===== config.mk =====
export PLATFORM = sky130hd
export DESIGN_NAME = hmsg_status
export DESIGN_NICKNAME = d
export VERILOG_FILES = /design/src/logic/hmsg_group.v /design/src/logic/hmsg_status.v
export VERILOG_INCLUDE_DIRS = /design/src /design/src/inc
export SDC_FILE = /design/constraint.sdc
export NUM_CORES = 1
export LEC_CHECK = 0
export BUFFER_PORTS_ARGS = -buffer_cell sky130_fd_sc_hd__buf_2
export CELL_PAD_IN_SITES_DETAIL_PLACEMENT = 2
export CELL_PAD_IN_SITES_GLOBAL_PLACEMENT = 2
export CORE_MARGIN = 4
export CORE_UTILIZATION = 30
export DETAILED_ROUTE_END_ITERATION = 7
export PLACE_DENSITY = 0.65
export SYNTH_ARGS = -nofsm -noshare
export SYNTH_HDL_FRONTEND = slang
export SYNTH_SLANG_ARGS = --single-unit

===== constraint.sdc =====
create_clock -name mclk -period 14.2 [get_ports mclk]
set_clock_uncertainty 0.2 [all_clocks]
set_input_delay 0.71 -clock mclk [delete_from_list [all_inputs] [get_ports mclk]]
set_output_delay 0.71 -clock mclk [all_outputs]
set_load 0.005 [all_outputs]

===== src/inc/hmsg_defs.vh =====
// Constants for the fault group two and measuring status register groups
// Function
// - Event register clears on query and clear-status
// - Fault group two summary drives status bit one
// - Measuring summary routes toward status bit seven
// - Measuring summary passes to status bit seven only when operation-enabled
// - Fault group two bits 12 to 15 zero
// - Bits 11, 10: adjacent-channel bandwidth faults
// - Bits 9, 8: audio generator limit faults
// - Bits 7, 6: modulation request faults
// - Bits 5, 4, 3: ranging and tuning errors
// - Bit 2: offset frequency combination impossible
// - Bits 1, 0: port level faults
// - Measuring group implements only bit 0
// - Separate readable writable rise and fall filters
// - Enable register readable and loadable
// - Summary set while enabled events are pending
`ifndef HMSG_DEFS_VH
`define HMSG_DEFS_VH

// ----------------------------------------------------------------
// Groups and register selectors
// ----------------------------------------------------------------
`define HMSG_GRP_HW2 1'b0
`define HMSG_GRP_MEAS 1'b1
`define HMSG_SEL_COND 3'h0
`define HMSG_SEL_RISE 3'h1
`define HMSG_SEL_FALL 3'h2
`define HMSG_SEL_EVENT 3'h3
`define HMSG_SEL_ENABLE 3'h4

// ----------------------------------------------------------------
// Implemented bit masks and reset values
// ----------------------------------------------------------------
`define HMSG_HW2_MASK 16'h0fff
`define HMSG_MEAS_MASK 16'h0001
`define HMSG_RISE_RST 16'hffff
`define HMSG_FALL_RST 16'h0000
`define HMSG_EVENT_RST 16'h0000
`define HMSG_ENABLE_RST 16'h0000

// ----------------------------------------------------------------
// Status byte and operation group positions
// ----------------------------------------------------------------
`define HMSG_STB_HW2_BIT 1
`define HMSG_STB_OPER_BIT 7
`define HMSG_OPER_MEAS_BIT 4

`endif


===== src/logic/hmsg_group.v =====
// One status register group: condition, filters, event and enable
`include "hmsg_defs.vh"
`timescale 1ns/1ps
`default_nettype none

module hmsg_group #(
    parameter WIDTH = 16,
    parameter [15:0] IMPL_MASK = 16'hffff
) (
    input wire mclk,
    input wire rst_n,
    input wire [WIDTH-1:0] cond_in,
    input wire rise_wr,
    input wire fall_wr,
    input wire enable_wr,
    input wire [WIDTH-1:0] wr_data,
    input wire event_rd,
    input wire clear_status,
    output reg [WIDTH-1:0] cond_reg,
    output reg [WIDTH-1:0] rise_reg,
    output reg [WIDTH-1:0] fall_reg,
    output reg [WIDTH-1:0] event_reg,
    output reg [WIDTH-1:0] enable_reg,
    output wire summary
);

    wire [WIDTH-1:0] mask = IMPL_MASK[WIDTH-1:0];
    wire [WIDTH-1:0] cond_next = cond_in & mask;
    wire [WIDTH-1:0] edge_set;
    reg [WIDTH-1:0] event_next;

    // Rising edge passes the rise filter, falling edge the fall filter
    assign edge_set = ((cond_next & ~cond_reg) & rise_reg) |
                      ((~cond_next & cond_reg) & fall_reg);

    // A new edge in the clearing cycle is kept
    always @* begin
        event_next = event_reg;
        if (event_rd || clear_status) begin
            event_next = {WIDTH{1'b0}};
        end
        event_next = (event_next | edge_set) & mask;
    end

    assign summary = |(event_reg & enable_reg);

    always @(posedge mclk or negedge rst_n) begin
        if (!rst_n) begin
            cond_reg <= {WIDTH{1'b0}};
            rise_reg <= `HMSG_RISE_RST;
            fall_reg <= `HMSG_FALL_RST;
            event_reg <= `HMSG_EVENT_RST;
            enable_reg <= `HMSG_ENABLE_RST;
        end else begin
            cond_reg <= cond_next;
            event_reg <= event_next;
            if (rise_wr) begin
                rise_reg <= wr_data;
            end
            if (fall_wr) begin
                fall_reg <= wr_data;
            end
            if (enable_wr) begin
                enable_reg <= wr_data;
            end
        end
    end

endmodule // hmsg_group

`default_nettype wire


===== src/logic/hmsg_status.v =====
// Top of the fault group two and measuring status register groups
`include "hmsg_defs.vh"
`timescale 1ns/1ps
`default_nettype none

module hmsg_status #(
    parameter WIDTH = 16
) (
    input wire mclk,
    input wire nrst,
    // Fault group two condition sources
    input wire acp_bw_inconsistent,
    input wire acp_bw_offset_too_wide,
    input wire audio_gen_one_notch_range,
    input wire audio_gen_two_volt_too_large,
    input wire fm_dev_too_large,
    input wire am_fm_simultaneous,
    input wire audio_autorange_err,
    input wire rf_level_autorange_err,
    input wire rf_freq_autotune_err,
    input wire rf_offset_mismatch,
    input wire gen_ampl_too_high,
    input wire ana_ref_level_bad,
    // Measuring condition source
    input wire frame_error_rate_running,
    // Operation group enable bit for the measuring summary
    input wire oper_meas_enable,
    // Status command port
    input wire cmd_valid,
    input wire cmd_write,
    input wire cmd_group,
    input wire [2:0] cmd_sel,
    input wire [WIDTH-1:0] cmd_wdata,
    input wire clear_status,
    output reg [WIDTH-1:0] rd_data,
    output reg rd_valid,
    // Summary message bits
    output reg [7:0] status_byte_bits,
    output reg meas_summary_message_bit
);

    // ----------------------------------------------------------------
    // Reset release
    // ----------------------------------------------------------------
    reg rst_sync1_reg;
    reg rst_sync2_reg;

    always @(posedge mclk or negedge nrst) begin
        if (!nrst) begin
            rst_sync1_reg <= 1'b0;
            rst_sync2_reg <= 1'b0;
        end else begin
            rst_sync1_reg <= 1'b1;
            rst_sync2_reg <= rst_sync1_reg;
        end
    end

    wire rst_n = rst_sync2_reg;

    // ----------------------------------------------------------------
    // Command decode
    // ----------------------------------------------------------------
    function hit;
        input grp;
        input [2:0] sel;
        input want_grp;
        input [2:0] want_sel;
        begin
            hit = (grp == want_grp) && (sel == want_sel);
        end
    endfunction

    wire wr = cmd_valid && cmd_write;
    wire rd = cmd_valid && !cmd_write;

    wire hw_rise_wr = wr && hit(cmd_group, cmd_sel, `HMSG_GRP_HW2, `HMSG_SEL_RISE);
    wire hw_fall_wr = wr && hit(cmd_group, cmd_sel, `HMSG_GRP_HW2, `HMSG_SEL_FALL);
    wire hw_en_wr = wr && hit(cmd_group, cmd_sel, `HMSG_GRP_HW2, `HMSG_SEL_ENABLE);
    wire hw_ev_rd = rd && hit(cmd_group, cmd_sel, `HMSG_GRP_HW2, `HMSG_SEL_EVENT);
    wire ms_rise_wr = wr && hit(cmd_group, cmd_sel, `HMSG_GRP_MEAS, `HMSG_SEL_RISE);
    wire ms_fall_wr = wr && hit(cmd_group, cmd_sel, `HMSG_GRP_MEAS, `HMSG_SEL_FALL);
    wire ms_en_wr = wr && hit(cmd_group, cmd_sel, `HMSG_GRP_MEAS, `HMSG_SEL_ENABLE);
    wire ms_ev_rd = rd && hit(cmd_group, cmd_sel, `HMSG_GRP_MEAS, `HMSG_SEL_EVENT);

    // ----------------------------------------------------------------
    // Condition inputs
    // ----------------------------------------------------------------
    wire [WIDTH-1:0] hw_cond_in;
    wire [WIDTH-1:0] ms_cond_in;

    assign hw_cond_in[15:12] = 4'h0;
    assign hw_cond_in[11] = acp_bw_inconsistent;
    assign hw_cond_in[10] = acp_bw_offset_too_wide;
    assign hw_cond_in[9] = audio_gen_one_notch_range;
    assign hw_cond_in[8] = audio_gen_two_volt_too_large;
    assign hw_cond_in[7] = fm_dev_too_large;
    assign hw_cond_in[6] = am_fm_simultaneous;
    assign hw_cond_in[5] = audio_autorange_err;
    assign hw_cond_in[4] = rf_level_autorange_err;
    assign hw_cond_in[3] = rf_freq_autotune_err;
    assign hw_cond_in[2] = rf_offset_mismatch;
    assign hw_cond_in[1] = gen_ampl_too_high;
    assign hw_cond_in[0] = ana_ref_level_bad;
    assign ms_cond_in = {15'h0000, frame_error_rate_running};

    // ----------------------------------------------------------------
    // Groups
    // ----------------------------------------------------------------
    wire [WIDTH-1:0] hw_cond, hw_rise, hw_fall, hw_event, hw_enable;
    wire [WIDTH-1:0] ms_cond, ms_rise, ms_fall, ms_event, ms_enable;
    wire hw_summary;
    wire ms_summary;

    hmsg_group #(
        .WIDTH(WIDTH),
        .IMPL_MASK(`HMSG_HW2_MASK)
    ) u_hw_fault_group_two (
        .mclk(mclk),
        .rst_n(rst_n),
        .cond_in(hw_cond_in),
        .rise_wr(hw_rise_wr),
        .fall_wr(hw_fall_wr),
        .enable_wr(hw_en_wr),
        .wr_data(cmd_wdata),
        .event_rd(hw_ev_rd),
        .clear_status(clear_status),
        .cond_reg(hw_cond),
        .rise_reg(hw_rise),
        .fall_reg(hw_fall),
        .event_reg(hw_event),
        .enable_reg(hw_enable),
        .summary(hw_summary)
    );

    hmsg_group #(
        .WIDTH(WIDTH),
        .IMPL_MASK(`HMSG_MEAS_MASK)
    ) u_measuring_group (
        .mclk(mclk),
        .rst_n(rst_n),
        .cond_in(ms_cond_in),
        .rise_wr(ms_rise_wr),
        .fall_wr(ms_fall_wr),
        .enable_wr(ms_en_wr),
        .wr_data(cmd_wdata),
        .event_rd(ms_ev_rd),
        .clear_status(clear_status),
        .cond_reg(ms_cond),
        .rise_reg(ms_rise),
        .fall_reg(ms_fall),
        .event_reg(ms_event),
        .enable_reg(ms_enable),
        .summary(ms_summary)
    );

    // ----------------------------------------------------------------
    // Read mux and summary routing
    // ----------------------------------------------------------------
    reg [WIDTH-1:0] rd_next;
    reg [7:0] stb_next;

    always @* begin
        rd_next = {WIDTH{1'b0}};
        case ({cmd_group, cmd_sel})
            {`HMSG_GRP_HW2, `HMSG_SEL_COND}: rd_next = hw_cond;
            {`HMSG_GRP_HW2, `HMSG_SEL_RISE}: rd_next = hw_rise;
            {`HMSG_GRP_HW2, `HMSG_SEL_FALL}: rd_next = hw_fall;
            {`HMSG_GRP_HW2, `HMSG_SEL_EVENT}: rd_next = hw_event;
            {`HMSG_GRP_HW2, `HMSG_SEL_ENABLE}: rd_next = hw_enable;
            {`HMSG_GRP_MEAS, `HMSG_SEL_COND}: rd_next = ms_cond;
            {`HMSG_GRP_MEAS, `HMSG_SEL_RISE}: rd_next = ms_rise;
            {`HMSG_GRP_MEAS, `HMSG_SEL_FALL}: rd_next = ms_fall;
            {`HMSG_GRP_MEAS, `HMSG_SEL_EVENT}: rd_next = ms_event;
            {`HMSG_GRP_MEAS, `HMSG_SEL_ENABLE}: rd_next = ms_enable;
            default: rd_next = {WIDTH{1'b0}};
        endcase
    end

    always @* begin
        stb_next = 8'h00;
        stb_next[`HMSG_STB_HW2_BIT] = hw_summary;
        stb_next[`HMSG_STB_OPER_BIT] = ms_summary && oper_meas_enable;
    end

    always @(posedge mclk or negedge rst_n) begin
        if (!rst_n) begin
            rd_data <= {WIDTH{1'b0}};
            rd_valid <= 1'b0;
            status_byte_bits <= 8'h00;
            meas_summary_message_bit <= 1'b0;
        end else begin
            rd_valid <= rd;
            if (rd) begin
                rd_data <= rd_next;
            end
            status_byte_bits <= stb_next;
            meas_summary_message_bit <= ms_summary;
        end
    end

endmodule // hmsg_status

`default_nettype wire


==> impl_metrics.ini <==
[logic_synthesis]
yosysWarnings = 0
syn_inst = 511
yosysSeqAreaShare_pct = 54.8
netlist_area_um2 = 6650
synth_ff_type = dfrtp_1
synth_edf_count = 0
synth.distinct_cells = 49
ys_ff_latch = 144
synthArstFlopShare_pct = 100
syn_avg_cell_area_um2 = 13.0

[die]
dieArea_um2 = 24600
initial_core_util_pct = 30.5
die_w_um = 157
rows = 54
core_area_um2 = 21800
die_h_um = 157
pin_count = 65

[setup_path]
cp-start-kind = input pin
crit_required_ns = 14.29
r2r-end = rd_data[7]$_DFFE_PN0P_
r2r-start = rst_n$_DFF_PN0_
critical_path.max_stage_delay_ns = 0.83
crit_family = simple AND/OR/NAND/NOR gates
path_max_fanout = 49
path_buf_inv = 2
worstPathArrival_ns = 3.32
worstSetupPathType = in2reg
rrSetupSlack_ns = 12.00
cp_slowest_cell = and4bb_1
end_kind = register
rr_worst_depth = 1
crit_chain = buf_2 > buf_4 > and4bb_1 > nor2b_4 > mux2_1

[route]
dr.pass1.iters = 4
ant_nets = 0
drc = 0
initialDrtViolationCount = 147
dr_total_vias = 4447
via_per_inst = 5.20
wl_per_cell_um = 22.4
routed_wl_um = 19100

[sta]
setup_viol = 0
slew_viol_final = 0
period_needed_ns = 3.23
max_slew.worst_pin.slew_ns = 1.11
period_share_pct = 22.8
layout_setup_ws_ns = 10.97
hold_viol = 0
tns_ns = 0
relSlewSlack_pct = 25.9
rsz0062_at_grt = false
fmax_mhz = 309

[global_routing]
grt_pass1_vias = 5127
antenna_found_initial = 0
grt_start_max_net_pins = 73
overflow = 0
grt_pass1_wl_um = 30500
grt_usage_pct = 16.3

[layout]
layout_commonest_cell = dfrtp_1
fillers = 2233
diodes = 0
nets = 602
final_cell_mix = dfrtp_1, mux2_2, buf_2, nand2_1
drive_above_1_share_pct = 40.1
area_delta_synth_final_pct = 16.9

[clock_tree]
cts_buffers = 17
clk_path_buf_depth = 2
cts-root-buf = clkbuf_16
clock_latency_ns = 0.42
postCtsSetupBuffers = 0
cts_tree = built
clk_pin_slew_ns = 0.06
cts_sinks = 144
htreeDepth = 4

[placed_design]
place_ws_ns = 10.54
post-dp-hpwl_um = 12600
io_buffers = 58
gp_congestion = 0.737

[hold_path]
holdPathEnd = rst_n$_DFF_PN0_
hold_path_depth = 0
hold_start = rst_sync1_reg$_DFF_PN0_
hold_class = reg2reg

[pwr]
power.density_nw_per_um2 = 153
peakVddDrop_uv = 69.7
power.leakage_nw = 3.40

[flow_run]
drv_cap = 0

[run_status]
status = complete, no violations
worst max-delay path by stage:
stage          slack [ns]                                               to  cells past startpoint             from
2_1_floorplan        9.75               meas_summary_message_bit$_DFF_PN0_                      0  rst_n$_DFF_PN0_
3_3_place_gp        10.55     u_measuring_group.enable_reg[12]$_DFFE_PN0P_                      5        cmd_group
3_5_place_dp        10.54     u_measuring_group.enable_reg[12]$_DFFE_PN0P_                      5        cmd_group
4_1_cts             10.96     u_measuring_group.enable_reg[14]$_DFFE_PN0P_                      5        cmd_group
5_1_grt             10.82  u_hw_fault_group_two.enable_reg[11]$_DFFE_PN0P_                      5       cmd_sel[1]
6_report            10.97     u_measuring_group.enable_reg[14]$_DFFE_PN0P_                      5        cmd_group
repair_timing:
action                                 4_1_cts  5_1_grt
endpoints found under the hold margin        2        0
hold buffers                                 1        0
gates resized for setup                      0        0
synth_stat cells (6+ instances only):
cell type / instances / share of area (%)
a21oi_1: 6 / 0.45
buf_4: 15 / 1.7
mux2i_1: 32 / 4.8
o21ai_0: 17 / 1.3
buf_2: 14 / 1.1
and3_1: 6 / 0.56
nor3_1: 7 / 0.53
mux2_2: 92 / 16
o211ai_1: 13 / 1.5
dfstp_2: 32 / 13
nand2_1: 39 / 2.2
a221oi_1: 7 / 0.92
o22ai_1: 9 / 0.85
dfrtp_1: 112 / 42
a22o_1: 10 / 1.3
nand3b_1: 25 / 2.8
metal layers:
layer / up-vias / share of wire, % / GRT usage [%]
met5: - / 0 / 0
met4: 0 / 1.8 / 5.99
met3: 24 / 2.5 / 2.69
met2: 64 / 51 / 27.9
met1: 2375 / 44 / 20.8
li1: 1984 / - / -
metrics by stage:
stage,hold slack (ns),total power [mW],util [%],cell area (µm²),cells
detailed placement,0.143,0.701,32.6,7110,823
finish,0.154,1.19,35.6,7770,856
floorplan,0.131,0.638,-,6670,516
global route,0.160,1.25,35.6,7770,856
CTS,0.157,1.21,35.6,7770,856
global placement,0.140,0.687,32.6,7110,823
where the power goes:
| group | internal (mW) | switching, mW | total [mW] | leakage, nW |
|---|---|---|---|---|
| Combinational | 0.0762 | 0.0678 | 0.144 | 1.31 |
| Clock | 0.325 | 0.171 | 0.496 | 0.320 |
| Sequential | 0.493 | 0.0554 | 0.549 | 1.77 |
cell families (layout without fill, tap and decap cells):
logic type	after synthesis	after routing	share of synthesized area, %
flip-flops	144	144	54.8
multiplexers	128	128	21.1
AND/OR/NAND/NOR	110	110	10.8
AO/OA/AOI/OAI	87	87	9.29
buffers and inverters	40	100	3.93
other	2	7	0.113
layout make-up:
type	count	area (µm²)	share of cell area, %
multi-input combinational	332	2770	35.6
timing repair buffer	65	345	4.44
clock inverter	10	181	2.33
clock buffer	22	474	6.10
tap	280	350	4.51
inverter	3	11.3	0.145
sequential	144	3650	46.9
Power figures use the tool's default switching activity.
